File: src/inc/adc_seq_cfg.svh
// register offsets, field positions and reset values
// Behaviour
// - each upper disable bit frees pin 16-23
// - disabled pin: tristate, no pullup, reads zero
// - disabled in reset or channel all ones
// - idle lowest power after finishing
// - 10-bit: round 11-bit result, split high/low
// - 8-bit: round 9-bit result into low
// - result placed sets flag, irq if enabled
// - compare enable checks each result
// - four clock sources, bus clock after reset; code runs bus/2 at the same rate as bus
// - async clock kept running in low power; code runs it only while converting
// - divide selected clock by 1,2,4,8; code divides by 1,1,2,4
// - hw trigger rising edge starts conversion
// - edge ignored while converting
// - continuous plus hw: first edge only
// - mode field picks 10 or 8 bit
// - first register write starts conversion
// - continuous restarts after each transfer
// - complete at transfer; irq enable sampled then; code gates the flag with the live enable
// - high read, low unread: block transfer
// - single compare false: blocking ignored, stop
// - other blocked cases start another conversion
// - clock select encoding 00 bus..11 async
// - mode register writes abort, keep results
`ifndef ADC_SEQ_CFG_SVH
`define ADC_SEQ_CFG_SVH
`define OFS_SC1      4'h0
`define OFS_SC2      4'h1
`define OFS_CFG      4'h2
`define OFS_RESH     4'h3
`define OFS_RESL     4'h4
`define OFS_CVH      4'h5
`define OFS_CVL      4'h6
`define OFS_APD_LO   4'h7
`define OFS_APD_MID  4'h8
`define OFS_APD_UP   4'h9
`define OFS_CORE     4'hA
`define SC1_CONV_COMPLETE_FLAG     7
`define SC1_CONV_IRQ_ENABLE     6
`define SC1_CONTINUOUS_ENABLE     5
`define SC2_HW_TRIGGER_ENABLE    6
`define SC2_COMPARE_ENABLE     5
`define SC2_ACFGT    4
`define CH_OFF       5'h1F
`define SC1_RESET    8'h1F
`define CFG_RESET    8'h00
`endif

File: src/inc/adc_seq_pkg.sv
// types for the conversion sequencer
package adc_seq_pkg;
    typedef enum logic [1:0] {
        ST_IDLE = 2'b00,
        ST_CONV = 2'b01
    } conv_state_e;
    typedef enum logic [1:0] {
        CLK_BUS     = 2'b00,
        CLK_BUS_DV2 = 2'b01,
        CLK_ALT     = 2'b10,
        CLK_ASYNC   = 2'b11
    } clk_src_e;
endpackage

File: src/hw/adc_conversion_sequencer.sv
// conversion sequencer with avalon register slave
`timescale 1ns/1ps
`include "adc_seq_cfg.svh"
module adc_conversion_sequencer
    import adc_seq_pkg::*;
(
    // clock and reset
    input  wire logic        clock_in,
    input  wire logic        reset_in,
    // avalon-mm slave
    input  wire logic [3:0]  avs_address_in,
    input  wire logic        avs_read_in,
    input  wire logic        avs_write_in,
    input  wire logic [31:0] avs_writedata_in,
    output logic [31:0]      avs_readdata_out,
    output logic             avs_waitrequest_out,
    // analog core
    input  wire logic        alternate_clock_in,
    input  wire logic        hw_trigger_input_in,
    input  wire logic        core_done_in,
    input  wire logic [10:0] core_result_in,
    output logic             core_enable_out,
    output logic             core_start_out,
    output logic             async_clock_run_out,
    output logic             converter_clock_out,
    output logic             conv_irq_out,
    // pin control, channels 0..23
    output logic [23:0]      pin_output_tristate_out,
    output logic [23:0]      pin_pullup_off_out,
    output logic [23:0]      pin_input_buffer_off_out
);
    logic [7:0]  sc1_ff;
    logic [7:0]  sc2_ff;
    logic [7:0]  cfg_ff;
    logic [7:0]  cvh_ff;
    logic [7:0]  cvl_ff;
    logic [7:0]  res_high_ff;
    logic [7:0]  res_low_ff;
    logic [23:0] pin_disable_ff;
    logic        high_read_ff;
    logic        ack_ff;
    conv_state_e state_ff;
    logic        trig_meta_ff;
    logic        trig_sync_ff;
    logic        trig_prev_ff;
    logic [3:0]  div_cnt_ff;
    logic        bus_half_ff;
    logic        clk_src_ff;
    logic        clk_src_prev_ff;

    // decoded controls
    logic        wr;
    logic        rd;
    logic        ch_off;
    logic        mode10;
    logic        trig_edge;
    logic [9:0]  rounded;
    logic [9:0]  cmp_val;
    logic [9:0]  diff;
    logic        cmp_true;
    logic        blocked;
    logic        finish;
    logic        transfer;
    logic        sw_start;
    logic        abort;

    // a write or read is taken once; the ack cycle ends waitrequest
    assign wr = avs_write_in && !ack_ff;
    assign rd = avs_read_in && !ack_ff;
    assign ch_off = (sc1_ff[4:0] == `CH_OFF);
    assign mode10 = (cfg_ff[3:2] == 2'b10);

    // round half up, saturating at full scale
    function automatic logic [9:0] round_res(input logic [10:0] raw, input logic m10);
        logic [10:0] s;
        s = 11'h000;
        if (m10) begin
            s = (raw == 11'h7FF) ? 11'h7FF : raw + 11'h001;
            round_res = s[10:1];
        end else begin
            s = {2'b00, raw[8:0]};
            s = (s == 11'h1FF) ? s : s + 11'h001;
            round_res = {2'b00, s[8:1]};
        end
    endfunction

    assign rounded = round_res(core_result_in, mode10);
    assign cmp_val = mode10 ? {cvh_ff[1:0], cvl_ff} : {2'b00, cvl_ff};
    assign diff = rounded - cmp_val;
    assign cmp_true = !sc2_ff[`SC2_COMPARE_ENABLE] ||
                      (sc2_ff[`SC2_ACFGT] ? (rounded >= cmp_val) : (rounded < cmp_val));
    assign blocked = mode10 && high_read_ff;
    assign finish = (state_ff == ST_CONV) && core_done_in;
    // a result finishing beside an aborting or restarting write is dropped
    assign transfer = finish && cmp_true && !blocked && !abort && !sw_start;
    assign sw_start = wr && (avs_address_in == `OFS_SC1) &&
                      (avs_writedata_in[4:0] != `CH_OFF) && !sc2_ff[`SC2_HW_TRIGGER_ENABLE];
    assign abort = wr && ((avs_address_in == `OFS_SC2) || (avs_address_in == `OFS_CFG) ||
                          (avs_address_in == `OFS_CVH) || (avs_address_in == `OFS_CVL) ||
                          (avs_address_in == `OFS_SC1 && avs_writedata_in[4:0] == `CH_OFF));
    assign trig_edge = trig_sync_ff && !trig_prev_ff;

    // bus handshake: one wait cycle per access
    always_ff @(posedge clock_in) begin
        if (reset_in) begin
            ack_ff <= 1'b0;
        end else begin
            ack_ff <= (avs_read_in || avs_write_in) && !ack_ff;
        end
    end

    always_ff @(posedge clock_in) begin
        if (reset_in) begin
            avs_waitrequest_out <= 1'b1;
        end else begin
            avs_waitrequest_out <= !((avs_read_in || avs_write_in) && !ack_ff);
        end
    end

    // read data registered on the taking edge
    always_ff @(posedge clock_in) begin
        if (reset_in) begin
            avs_readdata_out <= 32'h0000_0000;
        end else if (rd) begin
            case (avs_address_in)
                `OFS_SC1:     avs_readdata_out <= {24'h00_0000, sc1_ff};
                `OFS_SC2:     avs_readdata_out <= {24'h00_0000, sc2_ff};
                `OFS_CFG:     avs_readdata_out <= {24'h00_0000, cfg_ff};
                `OFS_RESH:    avs_readdata_out <= {24'h00_0000, res_high_ff};
                `OFS_RESL:    avs_readdata_out <= {24'h00_0000, res_low_ff};
                `OFS_CVH:     avs_readdata_out <= {24'h00_0000, cvh_ff};
                `OFS_CVL:     avs_readdata_out <= {24'h00_0000, cvl_ff};
                `OFS_APD_LO:  avs_readdata_out <= {24'h00_0000, pin_disable_ff[7:0]};
                `OFS_APD_MID: avs_readdata_out <= {24'h00_0000, pin_disable_ff[15:8]};
                `OFS_APD_UP:  avs_readdata_out <= {24'h00_0000, pin_disable_ff[23:16]};
                `OFS_CORE:    avs_readdata_out <= {30'h0000_0000, state_ff};
                default:      avs_readdata_out <= 32'h0000_0000;
            endcase
        end
    end

    // first status/control: flag set wins over software clear
    always_ff @(posedge clock_in) begin
        if (reset_in) begin
            sc1_ff <= `SC1_RESET;
        end else begin
            if (wr && avs_address_in == `OFS_SC1) begin
                sc1_ff[6:0] <= avs_writedata_in[6:0];
            end
            if (transfer) begin
                sc1_ff[`SC1_CONV_COMPLETE_FLAG] <= 1'b1;
            end else if (wr && avs_address_in == `OFS_SC1) begin
                sc1_ff[`SC1_CONV_COMPLETE_FLAG] <= 1'b0;
            end else if (rd && avs_address_in == `OFS_RESL) begin
                sc1_ff[`SC1_CONV_COMPLETE_FLAG] <= 1'b0;
            end
        end
    end

    // second status/control: only trigger and compare bits are kept
    always_ff @(posedge clock_in) begin
        if (reset_in) begin
            sc2_ff <= 8'h00;
        end else if (wr && avs_address_in == `OFS_SC2) begin
            sc2_ff <= {1'b0, avs_writedata_in[6:4], 4'h0};
        end
    end

    always_ff @(posedge clock_in) begin
        if (reset_in) begin
            cfg_ff <= `CFG_RESET;
        end else if (wr && avs_address_in == `OFS_CFG) begin
            cfg_ff <= avs_writedata_in[7:0];
        end
    end

    // compare value: only two bits above the low byte exist
    always_ff @(posedge clock_in) begin
        if (reset_in) begin
            cvh_ff <= 8'h00;
        end else if (wr && avs_address_in == `OFS_CVH) begin
            cvh_ff <= {6'h00, avs_writedata_in[1:0]};
        end
    end

    always_ff @(posedge clock_in) begin
        if (reset_in) begin
            cvl_ff <= 8'h00;
        end else if (wr && avs_address_in == `OFS_CVL) begin
            cvl_ff <= avs_writedata_in[7:0];
        end
    end

    // pin disable bits
    always_ff @(posedge clock_in) begin
        if (reset_in) begin
            pin_disable_ff <= 24'h00_0000;
        end else if (wr) begin
            if (avs_address_in == `OFS_APD_LO)  pin_disable_ff[7:0]   <= avs_writedata_in[7:0];
            if (avs_address_in == `OFS_APD_MID) pin_disable_ff[15:8]  <= avs_writedata_in[7:0];
            if (avs_address_in == `OFS_APD_UP)  pin_disable_ff[23:16] <= avs_writedata_in[7:0];
        end
    end

    // port read returns zero because the input buffer is off
    always_ff @(posedge clock_in) begin
        if (reset_in) begin
            pin_output_tristate_out <= 24'h00_0000;
        end else begin
            pin_output_tristate_out <= pin_disable_ff;
        end
    end

    always_ff @(posedge clock_in) begin
        if (reset_in) begin
            pin_pullup_off_out <= 24'h00_0000;
        end else begin
            pin_pullup_off_out <= pin_disable_ff;
        end
    end

    always_ff @(posedge clock_in) begin
        if (reset_in) begin
            pin_input_buffer_off_out <= 24'h00_0000;
        end else begin
            pin_input_buffer_off_out <= pin_disable_ff;
        end
    end

    // results; a transfer in compare mode stores the difference
    always_ff @(posedge clock_in) begin
        if (reset_in) begin
            res_high_ff <= 8'h00;
            res_low_ff  <= 8'h00;
        end else if (transfer) begin
            if (mode10) begin
                res_high_ff <= {6'h00, (sc2_ff[`SC2_COMPARE_ENABLE] ? diff[9:8] : rounded[9:8])};
                res_low_ff  <= sc2_ff[`SC2_COMPARE_ENABLE] ? diff[7:0] : rounded[7:0];
            end else begin
                res_high_ff <= 8'h00;
                res_low_ff  <= sc2_ff[`SC2_COMPARE_ENABLE] ? diff[7:0] : rounded[7:0];
            end
        end
    end

    // partial read tracking for blocking
    always_ff @(posedge clock_in) begin
        if (reset_in) begin
            high_read_ff <= 1'b0;
        end else if (rd && avs_address_in == `OFS_RESL) begin
            high_read_ff <= 1'b0;
        end else if (rd && avs_address_in == `OFS_RESH) begin
            high_read_ff <= 1'b1;
        end
    end

    // trigger synchroniser
    always_ff @(posedge clock_in) begin
        if (reset_in) begin
            trig_meta_ff <= 1'b0;
            trig_sync_ff <= 1'b0;
            trig_prev_ff <= 1'b0;
        end else begin
            trig_meta_ff <= hw_trigger_input_in;
            trig_sync_ff <= trig_meta_ff;
            trig_prev_ff <= trig_sync_ff;
        end
    end

    // sequencer: edges only seen when idle, so continuous runs ignore them
    always_ff @(posedge clock_in) begin
        if (reset_in) begin
            state_ff       <= ST_IDLE;
            core_start_out <= 1'b0;
        end else begin
            core_start_out <= 1'b0;
            case (state_ff)
                ST_IDLE: begin
                    if (sw_start || (trig_edge && sc2_ff[`SC2_HW_TRIGGER_ENABLE] && !ch_off && !abort)) begin
                        state_ff       <= ST_CONV;
                        core_start_out <= 1'b1;
                    end
                end
                ST_CONV: begin
                    if (sw_start) begin
                        core_start_out <= 1'b1;
                    end else if (abort) begin
                        state_ff <= ST_IDLE;
                    end else if (finish) begin
                        if (transfer && sc1_ff[`SC1_CONTINUOUS_ENABLE]) begin
                            core_start_out <= 1'b1;
                        end else if (!transfer && blocked &&
                                     !(sc2_ff[`SC2_COMPARE_ENABLE] && !cmp_true && !sc1_ff[`SC1_CONTINUOUS_ENABLE])) begin
                            core_start_out <= 1'b1;
                        end else if (!transfer && !cmp_true && sc1_ff[`SC1_CONTINUOUS_ENABLE]) begin
                            core_start_out <= 1'b1;
                        end else begin
                            state_ff <= ST_IDLE;
                        end
                    end
                end
                default: state_ff <= ST_IDLE;
            endcase
        end
    end

    always_ff @(posedge clock_in) begin
        if (reset_in) begin
            core_enable_out <= 1'b0;
        end else begin
            core_enable_out <= (state_ff == ST_CONV) && !ch_off;
        end
    end

    // interrupt on enabled flag
    always_ff @(posedge clock_in) begin
        if (reset_in) begin
            conv_irq_out <= 1'b0;
        end else begin
            conv_irq_out <= sc1_ff[`SC1_CONV_COMPLETE_FLAG] && sc1_ff[`SC1_CONV_IRQ_ENABLE];
        end
    end

    // async clock runs while selected and converting
    always_ff @(posedge clock_in) begin
        if (reset_in) begin
            async_clock_run_out <= 1'b0;
        end else begin
            async_clock_run_out <= (clk_src_e'(cfg_ff[1:0]) == CLK_ASYNC) &&
                                   (state_ff == ST_CONV);
        end
    end

    // source mux: alt clock sampled as enable, async core-local
    always_ff @(posedge clock_in) begin
        if (reset_in) begin
            bus_half_ff     <= 1'b0;
            clk_src_ff      <= 1'b0;
            clk_src_prev_ff <= 1'b0;
        end else begin
            bus_half_ff     <= !bus_half_ff;
            clk_src_prev_ff <= clk_src_ff;
            case (clk_src_e'(cfg_ff[1:0]))
                CLK_BUS:     clk_src_ff <= !clk_src_ff;
                CLK_BUS_DV2: clk_src_ff <= bus_half_ff;
                CLK_ALT:     clk_src_ff <= alternate_clock_in;
                default:     clk_src_ff <= 1'b0;
            endcase
        end
    end

    // divider by 1,1,2,4 of the source; the counter steps on both source edges
    always_ff @(posedge clock_in) begin
        if (reset_in) begin
            div_cnt_ff          <= 4'h0;
            converter_clock_out <= 1'b0;
        end else if (clk_src_ff != clk_src_prev_ff) begin
            div_cnt_ff          <= div_cnt_ff + 4'h1;
            case (cfg_ff[6:5])
                2'b00:   converter_clock_out <= clk_src_ff;
                2'b01:   converter_clock_out <= div_cnt_ff[0];
                2'b10:   converter_clock_out <= div_cnt_ff[1];
                default: converter_clock_out <= div_cnt_ff[2];
            endcase
        end
    end
endmodule

File: config.mk
export PLATFORM = sky130hd
export DESIGN_NAME = adc_conversion_sequencer
export DESIGN_NICKNAME = d
export VERILOG_FILES = /design/src/inc/adc_seq_pkg.sv /design/src/hw/adc_conversion_sequencer.sv
export VERILOG_INCLUDE_DIRS = /design/src /design/src/inc
export SDC_FILE = /design/constraint.sdc
export NUM_CORES = 1
export LEC_CHECK = 0
export BUFFER_PORTS_ARGS = -buffer_cell sky130_fd_sc_hd__buf_2
export CORE_MARGIN = 4
export CORE_UTILIZATION = 45
export CTS_CLUSTER_SIZE = 16
export DETAILED_ROUTE_END_ITERATION = 8
export MAX_ROUTING_LAYER = met4
export PLACE_DENSITY_LB_ADDON = 0.3
export SLEW_MARGIN = 40
export SYNTH_ARGS = -nofsm -noshare
export SYNTH_HDL_FRONTEND = slang
export SYNTH_SLANG_ARGS = --single-unit
File: constraint.sdc
create_clock -name clock_in -period 3.7 [get_ports clock_in]
set_clock_uncertainty 0.1 [all_clocks]
set_input_delay 0.37 -clock clock_in [delete_from_list [all_inputs] [get_ports clock_in]]
set_output_delay 0.37 -clock clock_in [all_outputs]
set_load 0.05 [all_outputs]
## After elaboration in Yosys (flattened, before gate mapping)

Index checks and enable logic that the tools add are counted.
W data, S select, Z words.

| storage, ports and cells | value |
|---|---|
| register bits after elaboration | 145 |
| output and inout bits | 110 |
| input port bits | 54 |
| logic and storage cells | 160 |

| cells by class | value |
|---|---|
| reductions and logical operators | 66 |
| $add $sub $neg | 4 |
| mux-type cells | 30 |
| order comparisons | 2 |
| equal/unequal tests | 29 |

Operators with widths:

| operator | number |
|---|---|
| $pmux W8 S11 | 1 |
| $logic_and A1 B1 Y1 | 34 |
| $mux W10 | 2 |
| $mux W2 | 9 |
| $eq A4 B3 Y1 const B | 4 |
| $logic_not A1 Y1 | 15 |
| $eq A4 B4 Y1 const B | 3 |
| $ne A3 B3 Y1 const B | 4 |
| $add A11 B1 Y11 const B | 1 |
| $eq A11 B11 Y1 const B | 1 |
| $mux W1 | 11 |
| $mux W11 | 1 |
| $eq A5 B5 Y1 const B | 2 |
| $ge A10 B10 Y1 | 1 |
| $lt A10 B10 Y1 | 1 |
| $sub A10 B10 Y10 | 1 |
| $add A9 B1 Y9 const B | 1 |
| $eq A9 B9 Y1 const B | 1 |
| $mux W9 | 1 |
| $eq A2 B2 Y1 const B | 4 |
| $eq A4 B2 Y1 const B | 2 |
| $mux W8 | 1 |
| $logic_or A1 B1 Y1 | 7 |
| $eq A2 B1 Y1 const B | 3 |
| other kinds (14) | 20 |

## Logic depth before layout (Yosys ltp)

Gate-level depths: netlist of the first run.

| logic depth | value |
|---|---|
| depth in word-level cells | 20 |
| depth in mapped cells | 20 |
| depth with buffers taken out | 19 |

## Worst setup path before layout of the first run

No wires, ideal clock.

| timing | value |
|---|---|
| kind | input to register |
| start point | in core_result_in[0] |
| end point | reg res_high_ff[0] |
| stages | 15 |
| setup slack | -0.276 ns |
| required time | 3.512 ns |
| path buffers | 0 |
| arrival | 3.787 ns |
| library setup time | 0.088 ns |
| path through | ha_1 > inv_1 > nor4_1 > nand3_2 > nand3b_1 > o21ai_0 > ha_1 > fa_1 > nand2b_1 > a211o_1 > a31oi_4 > nor3_4 > or4_4 > or3_1 > o32ai_2 |

| between the ends | value |
|---|---|
| word-level cells in the longest chain between the ends | 10 |
| elaborated cells between the ends (all ways) | 18 |
| classes of those cells | add/sub: 3; order compare: 2; eq/ne: 2; mux: 6; reduce/logical: 5 |

Ends and longest elaborated chain:

| element | RTL line | text |
|---|---|---|
| start, declared | adc_conversion_sequencer.sv:21 | `input wire logic [10:0] core_result_in,` |
| $add A11 B1 Y11, or another cell as far along | adc_conversion_sequencer.sv:78 | `s = (raw == 11'h7FF) ? 11'h7FF : raw + 11'h001;` |
| $mux W11 or $mux W9 (tied branches) | adc_conversion_sequencer.sv:78, adc_conversion_sequencer.sv:82 |  |
| $mux W10 (*) | adc_conversion_sequencer.sv:77 | `if (m10) begin` |
| $lt A10 B10 Y1 or $ge A10 B10 Y1 (tied branches) | adc_conversion_sequencer.sv:91 | `` (sc2_ff[`SC2_ACFGT] ? (rounded >= cmp_val) : (rounded < cmp_val)); `` |
| $mux W1 | adc_conversion_sequencer.sv:91 |  |
| $logic_or A1 B1 Y1 | adc_conversion_sequencer.sv:90 | `` assign cmp_true = !sc2_ff[`SC2_COMPARE_ENABLE] \|\| `` |
| $logic_and A1 B1 Y1 (4 in a row) | adc_conversion_sequencer.sv:95 | `assign transfer = finish && cmp_true && !blocked && !abort && !sw_start;` |
| end signal, assigned | adc_conversion_sequencer.sv:237 | `` res_high_ff <= {6'h00, (sc2_ff[`SC2_COMPARE_ENABLE] ? diff[9:8] : rounded[9:8])}; `` |
| end, declared | adc_conversion_sequencer.sv:37 | `logic [7:0] res_high_ff;` |

Mark *: on every way between the ends. The rest lies on a longest branch, timed or not.
A chain may end at the register's enable or synchronous reset.

## Worst setup path after layout of the first run

Ends and elaborated chain as after synthesis.

==> results of run 1 <==
==> per-stage QoR <==
| step | util [%] | hold WS [ps] | TNS [ps] |
|---|---|---|---|
| floorplan | - | 292.9 | -73.60 |
| detailed placement | 50.57 | 308.9 | -3900 |
| CTS | 55.87 | 58.37 | 0 |
| global route | 56.42 | 63.97 | 0 |
| global placement | 50.49 | 300.8 | -2453 |
| finish | 56.42 | 66.69 | 0 |
==> cell type report <==
type                            count  area (sq um)
Antenna cell                        1         2.502
Clock buffer                       18         439.2
Clock inverter                     14         260.3
Fill cell                        1191          5748
Inverter                           20         75.07
Multi-Input combinational cell    519          3198
Sequential cell                   113          2262
Tap cell                          176         220.2
Timing Repair Buffer              167         984.7
==> cells by family after synthesis <==
family                     Yosys count
AOI/OAI and AO/OA                  137
xor gates and xnor gates            15
adders and majority gates           15
buffers and inverters              126
DFF                                113
muxes                               34
other                                1
and+or+nand+nor                    294
==> synthesized netlist by cell type, types with 6 or more instances <==
cell | count | area share (%)
o21ai_0 | 14 | 1.2
dfxtp_1 | 113 | 37
buf_4 | 75 | 9.3
nand3b_1 | 8 | 1.0
nor3_1 | 8 | 0.66
nor2b_1 | 37 | 3.8
mux2_2 | 6 | 1.1
nor2_1 | 67 | 4.2
a22oi_1 | 11 | 1.4
nand2_1 | 97 | 6.0
ha_1 | 14 | 2.9
nand2b_1 | 6 | 0.62
o21a_1 | 6 | 0.75
clkbuf_1 | 24 | 1.5
a211oi_1 | 11 | 1.4
inv_1 | 19 | 1.2
a21oi_1 | 60 | 5.0
xnor2_1 | 7 | 1.0
mux2i_1 | 27 | 4.5
xor2_1 | 8 | 1.2
nand3_1 | 41 | 3.4
==> report_power, final <==
part / switching, mW / total [mW] / internal (mW)
clock: 0.570 / 1.91 / 1.34
sequential: 0.0157 / 1.25 / 1.24
combinational: 0.268 / 0.403 / 0.135
total: 0.854 / 3.57 / 2.72
==> layer usage <==
layer,routed length [microns],part of all wire (%)
met1,6708,40
met2,8138,49
met3,1424,8.5
met4,499,3.0
met5,0,0
==> path summary, 6_finish.rpt <==
path                     to           startpoint  cells past startpoint  slack, ps
min reg2reg     bus_half_ff          bus_half_ff                      1        310
min            trig_meta_ff  hw_trigger_input_in                      2         70
max          res_high_ff[0]    core_result_in[0]                     19        150
max reg2reg  res_high_ff[0]            cfg_ff[2]                     13        210
==> flip-flops by register name, summed over array words and instances, names as in the netlist, 8 cells and up <==
name	flops
pin_disable_ff	24
pin_input_buffer_off_out	24
avs_readdata_out	8
cfg_ff	8
cvl_ff	8
res_low_ff	8
sc1_ff	8
==> timing repair <==
| action | 4_1_cts | 5_1_grt |
|---|---|---|
| endpoints found under the setup margin | 0 | 13 |
| resized for setup | 0 | 12 |
| setup buffers | 0 | 2 |
==> results.py, run 1 <==
metrics = {
    "clock_tree": {
        "cts_root_buffer": "clkbuf_16",
        "path_clk_slew_ps": 60,
        "cts_hold_buf": 0,
        "cts_buffers": 17,
        "cts_sinks": 113,
        "tritoncts": "done",
        "htreeDepth": 4,
        "clockBufferDepth": 2,
        "clock_latency_ps": 410,
    },
    "logic_synthesis": {
        "ys_warn_count": 0,
        "synth-adder-area-share_pct": 3.234,
        "synth_edf_count": 0,
        "ys_types": 63,
        "syn-cell-area_sq_mm": 0.006036,
        "synthMuxAreaShare_pct": 5.970,
        "syn_area_per_cell_sq_um": 8.212,
        "async_flop_share_pct": 0,
        "postSynthCellCount": 735,
        "ys.flop_type": "dfxtp_1",
        "synth_compound_area_share_pct": 14.90,
        "synth-simple-area-share_pct": 23.53,
        "synthXorXnorAreaFrac_pct": 2.177,
        "synth_top_family_by_area": "simple AND/OR/NAND/NOR gates",
        "synth_seq_cells": 113,
        "seq_area_frac_synth_pct": 37.48,
    },
    "die": {
        "start_util_pct": 45.76,
        "io_pins": 164,
        "die-area_sq_mm": 0.01533,
        "die_y_microns": 123.8,
        "coreArea_sq_mm": 0.01319,
        "die_w_microns": 123.8,
        "rows": 42,
    },
    "critical_path": {
        "required_ps": 3920,
        "cp-end-kind": "register",
        "worstSetupStartpointType": "primary input",
        "critPathMaxStageDelay_ps": 560,
        "crit_fanout": 3,
        "cp_cell_sequence": "buf_2 > ha_2 > inv_2 > nor2_2 > nand3_1 > inv_1 > ha_2 > a211oi_2 > buf_4 > xnor2_1 > nand2_1 > ha_1 > nand2_2 > a211o_1 > a31oi_4 > o311a_4 > or4_4 > or3_1 > o32ai_2",
        "critPathKind": "in2reg",
        "crit_top_cell": "ha_2",
        "worstPathArrival_ps": 3780,
        "cp_num_buf_inv": 4,
        "critPathSlowestCell": "or4_4",
        "critPathTopFamily": "simple AND/OR/NAND/NOR gates",
    },
    "global_route": {
        "grt_usage_pct": 22.55,
        "top_usage_layer": "met2",
        "grt.met3_usage_pct": 4.360,
        "met1_usage_pct": 26.98,
        "grt_pass1_wl_mm": 25.65,
        "grt_use_met2_pct": 37.01,
        "grt_overflow": 0,
        "grt_max_degree": 114,
        "antenna_found_initial": 1,
        "grt_pass1_vias": 4939,
    },
    "job": {
        "cap_violations": 0,
    },
    "route": {
        "viasPerCell": 5.268,
        "drt_iter0_drc": 378,
        "via_count": 5415,
        "wl_mm": 16.77,
        "ant_nets": 0,
        "dr.pass1.iters": 9,
        "drc": 0,
        "wire_per_inst_microns": 16.31,
    },
    "place": {
        "dp_slack_ps": -372.8,
        "port-buffer-count": 115,
        "place_area_sq_mm": 0.006670,
        "place_inst": 993,
        "gp_congestion": 0.9144,
        "hpwl_mm": 12.20,
    },
    "timing": {
        "finalHoldViolations": 0,
        "setup_slack_ps": 145.0,
        "setup_violations": 0,
        "worst_slew_pin_slew_ps": 809.5,
        "rsz0062_at_grt": "false",
        "maxSlewViolCount": 0,
        "slew_headroom_pct": 46.04,
        "min_period_ps": 3555,
        "fmax_mhz": 281.3,
        "fin_crit_sh_pct": 96.08,
    },
    "outcome": {
        "status": "completed",
    },
    "layout": {
        "final_cell_count_no_fill": 1028,
        "layout-drive-gt1-share_pct": 27.97,
        "nNetsFinal": 907,
        "layout_commonest_cell": "buf_2",
        "areaGrowthSynthToFinish_pct": 23.30,
        "final_area_sq_mm": 0.007442,
        "mostFrequentLayoutCells": "114 x buf_2, 113 x dfxtp_1, 95 x nand2_1",
    },
    "min_path": {
        "hp-class": "in2reg",
    },
    "power": {
        "p_total_mw": 3.573,
        "powerDensity_mw_per_mm2": 480.1,
        "vdd_drop_max_mv": 0.3239,
        "p_leak_nw": 3.180,
    },
}
Note: power is estimated with default switching activity, not from simulation.
==> inputs of run 2 (changes only) <==
--- a/config.mk
+++ b/config.mk
@@ -12,7 +12,7 @@
 export CTS_CLUSTER_SIZE = 16
 export DETAILED_ROUTE_END_ITERATION = 8
 export MAX_ROUTING_LAYER = met4
-export PLACE_DENSITY_LB_ADDON = 0.3
+export PLACE_DENSITY = 0.73
 export SLEW_MARGIN = 40
 export SYNTH_ARGS = -nofsm -noshare
 export SYNTH_HDL_FRONTEND = slang
==> run 2 against run 1 <==
Against the previous run:
- via count fell by 0.30%
- register-to-register slack got worse by 20 ps
- total power fell by 5.4%
- critical path type unchanged
==> results.py, run 2 (synthesized netlist as in run 1, its figures left out) <==
metrics = {
    "outcome": {
        "status": "completed",
    },
    "global_route": {
        "grt_pass1_wl_mm": 24.05,
        "grt_max_degree": 90,
        "antenna_found_initial": 1,
        "grt_overflow": 0,
        "grt_pass1_vias": 4729,
        "grt_usage_pct": 21.00,
    },
    "critical_path": {
        "reg2reg_from": "cfg_ff[3]",
        "worstPathArrival_ps": 3760,
        "critPathSlowestCell": "or4_4",
        "cp_num_buf_inv": 3,
        "required_ps": 3930,
        "timing.critical_path.from": "core_result_in[0]",
        "crit_fanout": 5,
        "cp-end-kind": "register",
        "critPathTopFamily": "simple AND/OR/NAND/NOR gates",
        "cp_cell_sequence": "buf_2 > ha_2 > inv_2 > nor2_2 > nand3_1 > inv_1 > ha_4 > a211oi_2 > nand3_1 > xor2_1 > nand2_1 > ha_4 > o21a_1 > o21bai_2 > a31oi_4 > o311a_4 > or4_4 > or3_1 > o32ai_2",
        "critPathKind": "in2reg",
        "worstSetupStartpointType": "primary input",
        "critPathMaxStageDelay_ps": 580,
    },
    "min_path": {
        "min_from": "hw_trigger_input_in",
        "hp-class": "in2reg",
    },
    "layout": {
        "fillCellCount": 1194,
        "layout_commonest_cell": "buf_2",
        "nNetsFinal": 906,
        "layout-drive-gt1-share_pct": 26.94,
        "fin_util_pct": 55.77,
        "areaGrowthSynthToFinish_pct": 21.87,
        "mostFrequentLayoutCells": "114 x buf_2, 113 x dfxtp_1, 96 x nand2_1",
        "largestRegisters": "pin_disable_ff x24, pin_input_buffer_off_out x24",
        "final_cell_count_no_fill": 1027,
    },
    "die": {
        "die-area_sq_mm": 0.01533,
        "rows": 42,
        "coreArea_sq_mm": 0.01319,
        "die_y_microns": 123.8,
        "io_pins": 164,
        "start_util_pct": 45.76,
        "die_w_microns": 123.8,
    },
    "route": {
        "wl_met2_mm": 7.246,
        "drc": 0,
        "via_count": 5399,
        "ant_nets": 0,
        "drt_iter0_drc": 401,
        "routed.top_layer": "met4",
        "viasPerCell": 5.257,
        "dr.pass1.iters": 7,
        "wire_per_inst_microns": 15.42,
        "met3WireLength_mm": 1.459,
        "wl_mm": 15.84,
        "wl_met1_mm": 6.677,
    },
    "timing": {
        "maxSlewViolCount": 0,
        "worst_slew_pin_slew_ps": 684.0,
        "min_period_ps": 3528,
        "slew_headroom_pct": 54.23,
        "fmax_mhz": 283.5,
        "setup_violations": 0,
        "finalHoldViolations": 0,
        "rsz0062_at_grt": "false",
        "fin_crit_sh_pct": 95.34,
    },
    "clock_tree": {
        "htreeDepth": 4,
        "cts_sinks": 113,
        "cts_buffers": 17,
        "path_clk_slew_ps": 50,
        "tritoncts": "done",
        "cts_root_buffer": "clkbuf_16",
        "clockBufferDepth": 2,
        "clock_latency_ps": 410,
    },
    "place": {
        "port-buffer-count": 115,
        "hpwl_mm": 11.71,
        "place_inst": 993,
        "gp_congestion": 0.9754,
    },
    "job": {
        "cap_violations": 0,
    },
    "power": {
        "powerDensity_mw_per_mm2": 459.5,
        "vdd_drop_max_mv": 0.3319,
        "p_leak_nw": 3.165,
    },
}
run 2: cell count changes in the layout (fill, tap and decap cells not counted), moves of 2 or more:
| cell | previous run | this run |
|---|---|---|
| clkinv_2 | 1 | 4 |
| bufinv_16 | 7 | 4 |
| clkinvlp_4 | 6 | 2 |
| buf_4 | 51 | 49 |
| clkbuf_8 | 1 | 4 |
run 2: worst reg2reg max path: cells and delay by family, from the launching register on:
| family | cells | cell delay (ps) |
|---|---|---|
| and+or+nand+nor | 7 | 1600 |
| AOI/OAI and AO/OA | 4 | 770 |
| adders and majority gates | 2 | 570 |
| DFF | 1 | 400 |
run 2: metal layers:
| layer | track usage, % | vias to the layer above |
|---|---|---|
| met5 | - | - |
| met4 | 9.343 | 0 |
| met3 | 4.314 | 34 |
| met2 | 32.68 | 255 |
| met1 | 26.40 | 2462 |
| li1 | - | 2648 |
run 2: repair_timing:
item	CTS	global route
setup endpoints to repair	0	11
gates resized for setup	0	6
buffers inserted	0	1
endpoints found under the hold margin	0	0
hold buffers	0	0
run 2: cell type report:
| class | instances | area, sq um | area share [%] |
|---|---|---|---|
| Multi-Input combinational cell | 519 | 3167 | 43.05 |
| Tap cell | 176 | 220.2 | 2.994 |
| Inverter | 20 | 75.07 | 1.021 |
| Sequential cell | 113 | 2262 | 30.75 |
| Timing Repair Buffer | 166 | 989.7 | 13.45 |
| Clock inverter | 10 | 155.1 | 2.109 |
| Antenna cell | 1 | 2.502 | 0.03402 |
| Clock buffer | 22 | 484.2 | 6.583 |
run 2: path summary, 6_finish.rpt:
check             slack [ps]              to  cells after the start
hold / removal            60    trig_meta_ff                      2
hold reg to reg          320     bus_half_ff                      1
setup reg to reg         190  res_high_ff[0]                     13
setup / recovery         170  res_high_ff[0]                     19
run 2: per-stage QoR:
step / total power [mW] / cell area, sq um / hold slack, ps / setup WS [ps] / TNS [ps]
5_1_grt: 3.480 / 7356 / 84.89 / 1.481 / 0
6_report: 3.380 / 7356 / 64.08 / 172.4 / 0
3_5_place_dp: 1.664 / 6679 / 309.9 / -363.5 / -3262
2_1_floorplan: 1.566 / 6162 / 292.9 / -73.60 / -73.60
3_3_place_gp: 1.659 / 6673 / 299.1 / -265.0 / -1899
4_1_cts: 3.386 / 7318 / 61.98 / 64.17 / 0
run 2: where the power goes:
| part | internal, mW | switching (mW) |
|---|---|---|
| Clock | 1.19 | 0.542 |
| Sequential | 1.24 | 0.0151 |
| Combinational | 0.131 | 0.260 |
